$ cat src/rss_cfg.svh
// reset sequencer constants
`ifndef RSS_CFG_SVH
`define RSS_CFG_SVH
`define RSS_ADDR_CTRL 32'h0000_0000
`define RSS_ADDR_STATUS 32'h0000_0004
`define RSS_ADDR_CAUSE 32'h0000_0008
`define RSS_ADDR_WAIT 32'h0000_000c
`define RSS_CTRL_PDEN_BIT 0
`define RSS_CTRL_WDT_BIT 1
`define RSS_CTRL_STK_BIT 2
`define RSS_PC_RESET 11'h000
`define RSS_SP_RESET 4'h5
`define RSS_LATCH_RESET 4'h0
`define RSS_CNT_RESET 8'h00
`define RSS_MOD_RESET 8'hff
`define RSS_BIT_WDT_LOAD 8'h40
`define RSS_ADC_RESET 8'h00
`define RSS_SYSREG_RESET 4'h0
`define RSS_WAIT_DIV 512
`define RSS_WAIT_COUNTS 256
`define RSS_WAIT_CYCLES (`RSS_WAIT_DIV * `RSS_WAIT_COUNTS)
`endif

$ cat src/rss_pkg.sv
// reset sequencer types
package rss_pkg;
  typedef enum logic [1:0] {
    RSS_SRC_NONE,
    RSS_SRC_COLD,
    RSS_SRC_WARM
  } rss_src_e;
  typedef enum logic [1:0] {
    RSS_ST_RESET,
    RSS_ST_WAIT,
    RSS_ST_RUN
  } rss_state_e;
  typedef struct packed {
    logic [10:0] pc_value;
    logic [3:0] sp_value;
    logic ports_input;
    logic latch_clear;
    logic ctrl_full_init;
    logic timer1_cnt_clear;
    logic bit_wdt_load;
    logic keep_standby_data;
  } rss_init_s;
  typedef struct packed {
    logic [31:0] addr;
    logic valid;
  } rss_ax_s;
endpackage

$ cat src/rss_reset_sequencer.sv
// reset source merge, initial state strobes and stabilization wait
//
// Chosen here: the register addresses and the AXI4-Lite interface to the registers.
`timescale 1ns/1ns
`include "rss_cfg.svh"
// Function
// RULE_01 - pin, power, watchdog and stack fault each cause a system reset; code needs wdt_en_r/stk_en_r set for the last two
// RULE_02 - program counter loads zero after every reset
// RULE_03 - all ports input; latches cleared only on pin or power reset
// RULE_04 - data memory kept only for pin/power reset in standby
// RULE_05 - system registers cleared; window register kept only in standby cold reset
// RULE_06 - cold reset: stack pointer 5, timer1 flags set, others cleared, int mirrors pin
// RULE_07 - warm reset: stack pointer 5, int mirrors pin, rest kept
// RULE_08 - cold clears both timer counts; warm clears timer 0 only
// RULE_09 - every reset loads both modulo registers with all ones
// RULE_10 - interval timer counter loads 40 hex on watchdog reset only
// RULE_11 - converter result cleared; shift register kept only in standby cold reset
// RULE_12 - pin release starts oscillator then waits for timer 1
// RULE_13 - wait lasts 512 times 256 clock periods before running
// RULE_14 - watchdog and stack resets skip the wait
// RULE_15 - power-on reset follows the pin reset sequence
// RULE_16 - oscillator stopped while power-on reset holds
// RULE_17 - power-drop reset acts only when enabled by software
// RULE_18 - enabled drop stops oscillator, then waits and restarts at zero
// RULE_19 - power-drop reset held until supply recovers; the cold reset clears pden_r, so the wait starts while the drop persists
// RULE_20 - power-on reset takes precedence over power-drop
// RULE_21 - reset source recorded to pick initial set and wait
// RULE_22 - reset pin release synchronised before counting
module rss_reset_sequencer #(
  parameter int WAIT_CYCLES = `RSS_WAIT_CYCLES
) (
  input wire logic clk,
  input wire logic rstn,
  input wire logic reset_pin_n,
  input wire logic power_on_det,
  input wire logic power_drop_det,
  input wire logic standby,
  input wire logic int_pin,
  input wire logic wdt_overflow,
  input wire logic stack_fault,
  input wire logic [31:0] s_axi_awaddr,
  input wire logic s_axi_awvalid,
  output logic s_axi_awready,
  input wire logic [31:0] s_axi_wdata,
  input wire logic [3:0] s_axi_wstrb,
  input wire logic s_axi_wvalid,
  output logic s_axi_wready,
  output logic [1:0] s_axi_bresp,
  output logic s_axi_bvalid,
  input wire logic s_axi_bready,
  input wire logic [31:0] s_axi_araddr,
  input wire logic s_axi_arvalid,
  output logic s_axi_arready,
  output logic [31:0] s_axi_rdata,
  output logic [1:0] s_axi_rresp,
  output logic s_axi_rvalid,
  input wire logic s_axi_rready,
  output logic sys_reset,
  output logic osc_enable,
  output logic cpu_run,
  output logic init_strobe,
  output rss_pkg::rss_init_s init_info,
  output logic [7:0] timer_modulo_value,
  output logic [7:0] converter_result_value,
  output logic int_status,
  output logic power_drop_reset_enable,
  output logic timer1_irq_flag,
  output logic timer1_run_enable,
  output logic interval_timer_irq_flag
);
  import rss_pkg::*;

  ////////////////////////////////////////////////////////////////////////
  // input synchronisers
  logic [1:0] pin_sync_r;
  logic [1:0] por_sync_r;
  logic [1:0] pdd_sync_r;
  logic [1:0] int_sync_r;
  logic [1:0] stby_sync_r;
  always_ff @(posedge clk) begin
    if (!rstn) begin
      pin_sync_r <= 2'b00;
      por_sync_r <= 2'b11;
      pdd_sync_r <= 2'b00;
      int_sync_r <= 2'b00;
      stby_sync_r <= 2'b00;
    end else begin
      pin_sync_r <= {pin_sync_r[0], reset_pin_n}; // RULE_22
      por_sync_r <= {por_sync_r[0], power_on_det};
      pdd_sync_r <= {pdd_sync_r[0], power_drop_det};
      int_sync_r <= {int_sync_r[0], int_pin};
      stby_sync_r <= {stby_sync_r[0], standby};
    end
  end

  ////////////////////////////////////////////////////////////////////////
  // register bus
  logic pden_r;
  logic wdt_en_r;
  logic stk_en_r;
  logic [31:0] awaddr_r;
  logic aw_have_r;
  logic awready_r;
  logic wready_r;
  logic [31:0] wdata_r;
  logic [3:0] wstrb_r;
  logic w_have_r;
  logic bvalid_r;
  logic arready_r;
  logic rvalid_r;
  logic [31:0] rdata_r;
  logic [1:0] rresp_r;
  logic [1:0] bresp_r;
  logic wr_fire;
  rss_src_e last_src_r;
  rss_state_e state_r;
  logic [31:0] wait_cnt_r;

  assign wr_fire = aw_have_r && w_have_r && !bvalid_r;

  function automatic logic addr_known(input logic [31:0] a);
    if (a == `RSS_ADDR_CTRL) begin
      addr_known = 1'b1;
    end else if (a == `RSS_ADDR_STATUS) begin
      addr_known = 1'b1;
    end else if (a == `RSS_ADDR_CAUSE) begin
      addr_known = 1'b1;
    end else if (a == `RSS_ADDR_WAIT) begin
      addr_known = 1'b1;
    end else begin
      addr_known = 1'b0;
    end
  endfunction

  always_ff @(posedge clk) begin
    if (!rstn) begin
      aw_have_r <= 1'b0;
      awaddr_r <= 32'h0000_0000;
      w_have_r <= 1'b0;
      wdata_r <= 32'h0000_0000;
      wstrb_r <= 4'h0;
      bvalid_r <= 1'b0;
      bresp_r <= 2'b00;
      awready_r <= 1'b1;
      wready_r <= 1'b1;
    end else begin
      // ready outputs are kept as flops that mirror the free slots
      if (s_axi_awvalid && !aw_have_r) begin
        aw_have_r <= 1'b1;
        awready_r <= 1'b0;
        awaddr_r <= s_axi_awaddr;
      end
      if (s_axi_wvalid && !w_have_r) begin
        w_have_r <= 1'b1;
        wready_r <= 1'b0;
        wdata_r <= s_axi_wdata;
        wstrb_r <= s_axi_wstrb;
      end
      if (wr_fire) begin
        aw_have_r <= 1'b0;
        w_have_r <= 1'b0;
        awready_r <= 1'b1;
        wready_r <= 1'b1;
        bvalid_r <= 1'b1;
        bresp_r <= addr_known(awaddr_r) ? 2'b00 : 2'b10;
      end else if (bvalid_r && s_axi_bready) begin
        bvalid_r <= 1'b0;
      end
    end
  end

  // control register; a cold reset clears the enable bits
  always_ff @(posedge clk) begin
    if (!rstn) begin
      pden_r <= 1'b0;
      wdt_en_r <= 1'b0;
      stk_en_r <= 1'b0;
    end else if (state_r == RSS_ST_RESET && last_src_r == RSS_SRC_COLD) begin
      pden_r <= 1'b0; // RULE_06
      wdt_en_r <= 1'b0;
      stk_en_r <= 1'b0;
    end else if (wr_fire && awaddr_r == `RSS_ADDR_CTRL && wstrb_r[0]) begin
      pden_r <= wdata_r[`RSS_CTRL_PDEN_BIT];
      wdt_en_r <= wdata_r[`RSS_CTRL_WDT_BIT];
      stk_en_r <= wdata_r[`RSS_CTRL_STK_BIT];
    end
  end

  // read data for one register word; unmapped words read as zero
  function automatic logic [31:0] read_word(input logic [31:0] a);
    if (a == `RSS_ADDR_CTRL) begin
      read_word = {29'h0, stk_en_r, wdt_en_r, pden_r};
    end else if (a == `RSS_ADDR_STATUS) begin
      read_word = {28'h0, osc_enable, cpu_run, sys_reset, int_status};
    end else if (a == `RSS_ADDR_CAUSE) begin
      read_word = {30'h0, last_src_r};
    end else if (a == `RSS_ADDR_WAIT) begin
      read_word = wait_cnt_r;
    end else begin
      read_word = 32'h0000_0000;
    end
  endfunction

  always_ff @(posedge clk) begin
    if (!rstn) begin
      arready_r <= 1'b0;
      rvalid_r <= 1'b0;
      rdata_r <= 32'h0000_0000;
      rresp_r <= 2'b00;
    end else begin
      arready_r <= 1'b0;
      if (s_axi_arvalid && !arready_r && !rvalid_r) begin
        arready_r <= 1'b1;
        rvalid_r <= 1'b1;
        rdata_r <= read_word(s_axi_araddr);
        rresp_r <= addr_known(s_axi_araddr) ? 2'b00 : 2'b10;
      end else if (rvalid_r && s_axi_rready) begin
        rvalid_r <= 1'b0;
      end
    end
  end

  ////////////////////////////////////////////////////////////////////////
  // source merge and sequencing
  logic cold_req;
  logic warm_req;
  logic wdt_req;
  // power-on overrides the drop enable, drop needs it
  assign cold_req = !pin_sync_r[1] || por_sync_r[1] || (pdd_sync_r[1] && pden_r); // RULE_01 RULE_15 RULE_17 RULE_19 RULE_20
  assign wdt_req = wdt_overflow && wdt_en_r;
  assign warm_req = wdt_req || (stack_fault && stk_en_r); // RULE_01

  always_ff @(posedge clk) begin
    if (!rstn) begin
      state_r <= RSS_ST_RESET;
      last_src_r <= RSS_SRC_COLD;
      wait_cnt_r <= 32'h0000_0000;
    end else if (cold_req) begin
      state_r <= RSS_ST_RESET; // RULE_16 RULE_18
      last_src_r <= RSS_SRC_COLD; // RULE_21
      wait_cnt_r <= 32'h0000_0000;
    end else if (warm_req && state_r == RSS_ST_RUN) begin
      state_r <= RSS_ST_RESET;
      last_src_r <= RSS_SRC_WARM; // RULE_21
    end else begin
      case (state_r)
        RSS_ST_RESET: begin
          if (last_src_r == RSS_SRC_COLD) begin
            state_r <= RSS_ST_WAIT; // RULE_12
          end else begin
            state_r <= RSS_ST_RUN; // RULE_14
          end
        end
        RSS_ST_WAIT: begin
          if (wait_cnt_r == 32'(WAIT_CYCLES - 1)) begin
            state_r <= RSS_ST_RUN; // RULE_13
          end
          wait_cnt_r <= wait_cnt_r + 32'h1;
        end
        default: begin
          state_r <= RSS_ST_RUN;
        end
      endcase
    end
  end

  ////////////////////////////////////////////////////////////////////////
  // outputs
  logic wdt_cause_r;
  always_ff @(posedge clk) begin
    if (!rstn) begin
      wdt_cause_r <= 1'b0;
    end else if (cold_req) begin
      wdt_cause_r <= 1'b0;
    end else if (warm_req && state_r == RSS_ST_RUN) begin
      wdt_cause_r <= wdt_req;
    end
  end

  // run, oscillator and reset status
  always_ff @(posedge clk) begin
    if (!rstn) begin
      sys_reset <= 1'b1;
      osc_enable <= 1'b0;
      cpu_run <= 1'b0;
      init_strobe <= 1'b0;
      int_status <= 1'b0;
      power_drop_reset_enable <= 1'b0;
    end else begin
      sys_reset <= cold_req || state_r != RSS_ST_RUN;
      // oscillator stays stopped while a pin, power-on or enabled power-drop reset is asserted
      osc_enable <= !cold_req; // RULE_16
      cpu_run <= !cold_req && state_r == RSS_ST_RUN;
      power_drop_reset_enable <= pden_r;
      int_status <= int_sync_r[1]; // RULE_06 RULE_07
      init_strobe <= state_r == RSS_ST_RESET && !cold_req;
    end
  end

  // initial state set handed to the core and peripherals
  always_ff @(posedge clk) begin
    if (!rstn) begin
      init_info <= '0;
    end else begin
      if (state_r == RSS_ST_RESET) begin
        init_info.pc_value <= `RSS_PC_RESET; // RULE_02
        init_info.sp_value <= `RSS_SP_RESET; // RULE_06 RULE_07
        init_info.ports_input <= 1'b1; // RULE_03
        init_info.latch_clear <= last_src_r == RSS_SRC_COLD; // RULE_03
        init_info.ctrl_full_init <= last_src_r == RSS_SRC_COLD; // RULE_05 RULE_06 RULE_07
        init_info.timer1_cnt_clear <= last_src_r == RSS_SRC_COLD; // RULE_08
        init_info.bit_wdt_load <= wdt_cause_r; // RULE_10
        init_info.keep_standby_data <= last_src_r == RSS_SRC_COLD && stby_sync_r[1]; // RULE_04 RULE_11
      end
    end
  end

  // timer, converter and control flag initial values
  always_ff @(posedge clk) begin
    if (!rstn) begin
      timer_modulo_value <= `RSS_MOD_RESET;
      converter_result_value <= `RSS_ADC_RESET;
      timer1_irq_flag <= 1'b1;
      timer1_run_enable <= 1'b1;
      interval_timer_irq_flag <= 1'b0;
    end else begin
      if (state_r == RSS_ST_RESET) begin
        timer_modulo_value <= `RSS_MOD_RESET; // RULE_09
        converter_result_value <= `RSS_ADC_RESET; // RULE_11
        if (last_src_r == RSS_SRC_COLD) begin
          timer1_irq_flag <= 1'b1; // RULE_06
          timer1_run_enable <= 1'b1;
          interval_timer_irq_flag <= 1'b0;
        end
      end
    end
  end

  assign s_axi_awready = awready_r;
  assign s_axi_wready = wready_r;
  assign s_axi_bvalid = bvalid_r;
  assign s_axi_bresp = bresp_r;
  assign s_axi_arready = arready_r;
  assign s_axi_rvalid = rvalid_r;
  assign s_axi_rdata = rdata_r;
  assign s_axi_rresp = rresp_r;
endmodule

$ cat config.mk
export PLATFORM = sky130hd
export DESIGN_NAME = rss_reset_sequencer
export DESIGN_NICKNAME = d
export VERILOG_FILES = /design/src/rss_pkg.sv /design/src/rss_reset_sequencer.sv
export VERILOG_INCLUDE_DIRS = /design/src
export SDC_FILE = /design/constraint.sdc
export NUM_CORES = 1
export LEC_CHECK = 0
export ABC_AREA = 1
export BUFFER_PORTS_ARGS = -buffer_cell sky130_fd_sc_hd__buf_4
export CORE_ASPECT_RATIO = 1.75
export CORE_MARGIN = 10
export CORE_UTILIZATION = 45
export CTS_CLUSTER_SIZE = 30
export DETAILED_ROUTE_END_ITERATION = 10
export PLACE_DENSITY = 0.79
export SYNTH_ARGS = -nofsm -noshare
export SYNTH_HDL_FRONTEND = slang
export SYNTH_SLANG_ARGS = --single-unit
$ cat constraint.sdc
create_clock -name clk -period 1.7 [get_ports clk]
set_input_delay 0.085 -clock clk [delete_from_list [all_inputs] [get_ports clk]]
set_output_delay 0.085 -clock clk [all_outputs]
set_load 0.01 [all_outputs]
==> metrics.csv <==
stage;metric;value;unit
yosys;syn_area_per_cell;7.15;µm²
grt;grt ovf;0;
pwr;power per cell area;944;nW/µm²
finish;commonest non-fill, non-tap cells in the layout;nand2_1 (182), buf_4 (157), dfxtp_1 (134);
floorplanning;Die Y;176;µm
pwr;static leakage;3.70;nW
cts;later-pin clock latency in the skew report;0.42;ns
grt;initial antenna violation count;0;
grt;first-pass GRT wire length;29.5;mm
yosys;flops & latches, synth;137;
setup_path;family with the most delay on the worst path;simple AND/OR/NAND/NOR gates;
setup_path;slowest stage delay, CP;0.40;ns
floorplanning;row cnt;57;
floorplanning;die area;19300;µm²
yosys;Synth Cell Area;6290;µm²
yosys;Cells after Synth;880;
setup_path;CP Buf/Inv Count;0;
timing;fmax;616;MHz
finish;layout cell share with drive strength beyond 1;22.2;%
finish;fillers;1201;
setup_path;required time worst endpoint;2.05;ns
yosys;Syn. warnings;0;
timing;final count of negative-setup-slack endpoints;0;
cts;clock buffer depth;2;
yosys;Adder-Cell Fraction of Synth Area;0.199;%
detailed_routing;Initial DRC Count;264;
floorplanning;Core ar.;13800;µm²
detailed_routing;wirelength, routed;18.2;mm
placement;Port Buf Inserts;134;
setup_path;Worst setup EP type;flip-flop;
detailed_routing;post-DR vias/cell;4.93;
finish;Util after Layout;61.9;%
detailed_routing;Post-DRT Antenna Nets;0;
yosys;asr flop ratio synth;0;%
finish;Ant. Diodes;0;
yosys;multiplexer share of the synthesized area;0;%
yosys;xor/xnor cell area share of the yosys netlist;0.974;%
timing;final worst path period share;95.5;%
detailed_routing;drt drc;0;
grt;pin count of the biggest net entering global routing;55;
floorplanning;Starting Density;45.5;%
yosys;post-synthesis compound-gate area fraction;11.1;%
setup_path;CP Class;flip-flop to flip-flop;
yosys;post-synth cell types;35;
setup_path;most used cell, CP;nand2_4;
detailed_routing;DRT Pass-1 Iters;5;
cts;Clock Root Buffer;clkbuf_16;
grt;Total GRT Usage;19.0;%
yosys;Most used DFF post-synth;dfxtp_1;
cts;Worst-path clk slew;0.06;ns
setup_path;CP max stage cell;dfxtp_1;
grt;vias in the first global route;6292;
flow_run;MaxCap Viol Count;0;
cts;CTS tree;yes;
finish;Total Nets Final;1181;
floorplanning;die width;109;µm
run_status;status;completed;
yosys;Seq/Total Area, Yosys;43.6;%
hold_path;worst min path class;input pin to flip-flop;
cts;CTS H-tree lvls;4;
cts;post-CTS setup buffers;0;
setup_path;WP data arrival;1.97;ns
yosys;largest family of logic cells by synthesized area;simple AND/OR/NAND/NOR gates;
placement;placed cell count;1178;
cts;CTS Buf Count;17;
placement;gpl congestion;0.911;
pwr;Peak VDD IR;0.000675;V
setup_path;critical path peak fanout;4;
detailed_routing;Vias;6191;
placement;Post-DP HPWL;12.9;mm
timing;Max Slew Vio Count;0;
finish;area grow syn2layout;36.1;%
timing;setup_tns;0;ns
setup_path;crit-path cells;ha_1 > nand2_4 > nor2_4 > nand2_4 > nor3_4 > nand2_1 > xor2_1 > nor2_1;
yosys;simple logic cell fraction of the synthesized area;31.3;%
finish;Finished Layout Cells;1256;
yosys;Post-synth EDFFs;0;
setup_path;CP Launch Type;flip-flop;
cts;CTS Sinks;137;
floorplanning;IO Count;201;
finish;commonest non-fill, non-tap cell in the layout;nand2_1;
timing;min cycle time layout;1.62;ns
detailed_routing;routed len/inst;14.5;µm
timing;final hold viol count;0;
timing;clock skew;0.00788;ns
cells in the mapped netlist (3+ instances only):
cell type | count | area [µm²]
xnor2_1 | 3 | 26.3
buf_2 | 4 | 20.0
nor4_1 | 4 | 25.0
xor2_1 | 4 | 35.0
inv_2 | 9 | 33.8
inv_1 | 90 | 338
nor2_4 | 9 | 101
nand3_1 | 55 | 275
nand2_1 | 182 | 683
o21ai_0 | 48 | 240
nand2_2 | 5 | 31.3
o21ai_1 | 3 | 15.0
clkbuf_1 | 26 | 97.6
nor3_2 | 8 | 80.1
nand4_1 | 14 | 87.6
dfxtp_1 | 137 | 2740
nand2_4 | 5 | 56.3
nor2_1 | 114 | 428
nor3_1 | 14 | 70.1
clkinv_1 | 3 | 11.3
a21oi_1 | 86 | 430
buf_4 | 39 | 293
sequential cells by signal (all words and copies together) (netlist names), 2 cells and up:
| register | flops |
|---|---|
| pin_sync_r | 2 |
| state_r | 2 |
| int_sync_r | 2 |
| pdd_sync_r | 2 |
| init_info | 4 |
| awaddr_r | 32 |
| stby_sync_r | 2 |
| wdata_r | 3 |
| por_sync_r | 2 |
| wait_cnt_r | 32 |
| last_src_r | 2 |
| s_axi_rdata | 32 |
per-layer routing:
metal	GRT usage, %	part of all wire [%]	vias to the layer above	wire length [µm]
met5	0	0	-	0
met4	11.3	4.8	0	868
met3	5.07	6.5	67	1190
met2	35.7	56	204	10200
met1	17.4	33	2819	5930
li1	-	-	3101	-
power by group:
part / switching (mW) / leakage, nW / total (mW) / internal [mW]
Sequential: 0.0422 / 1.12 / 3.36 / 3.31
Clock: 1.44 / 0.307 / 4.05 / 2.61
Combinational: 0.359 / 2.28 / 0.678 / 0.319
Total: 1.84 / 3.70 / 8.09 / 6.25
what timing repair did:
item | CTS | global route
resized for setup | 0 | 8
hold buffers | 46 | 0
endpoints found under the hold margin | 48 | 0
setup endpoints to repair | 0 | 4
tightest hold or removal path, stage by stage:
cell and delay, ns:
buf_4 0.11, nand2_1 0.07, inv_1 0.04, nand2_1 0.06, a21oi_1 0.06
per-stage QoR:
step	total power [mW]	hold WS (ns)	area (µm²)	setup slack, ns
final	8.09	0.0541	8570	0.0763
after global routing	8.37	0.0695	8570	-0.0223
after CTS	8.11	0.0394	8540	0.0596
after detailed placement	4.00	0.271	7420	0.108
after global placement	3.98	0.270	7420	0.128
after floorplan	3.79	0.183	6410	0.161
kinds of logic (layout without fill, tap and decap cells):
family                     count (synthesis)  in the layout
adders and majority gates                  1              1
DFF                                      137            137
AOI/OAI and AO/OA                        139            139
xor gates and xnor gates                   7              7
and+or+nand+nor                          422            422
buffers and inverters                    172            339
other                                      2             34
layout make-up:
type | count | area, µm² | area share [%]
clock buffers | 18 | 429 | 5.01
clock inverters | 14 | 221 | 2.58
inverters | 103 | 392 | 4.57
multi-input cells | 603 | 2900 | 33.8
flip-flops and latches | 137 | 2750 | 32.1
well taps | 177 | 221 | 2.58
repair buffers | 204 | 1660 | 19.4
final timing paths:
path	startpoint	endpoint	slack (ns)	depth (start not counted)
setup / recovery	wait_cnt_r[1]$_SDFFE_PP0P_	wait_cnt_r[26]$_SDFFE_PP0P_	0.08	8
hold / removal	wdt_overflow	wdt_cause_r$_SDFFE_PP0P_	0.05	5
hold reg to reg	int_sync_r[1]$_SDFF_PN0_	int_status$_SDFF_PN0_	0.41	2
setup reg to reg	wait_cnt_r[1]$_SDFFE_PP0P_	wait_cnt_r[26]$_SDFFE_PP0P_	0.08	8
No activity file was read; power rests on OpenSTA's default activity.
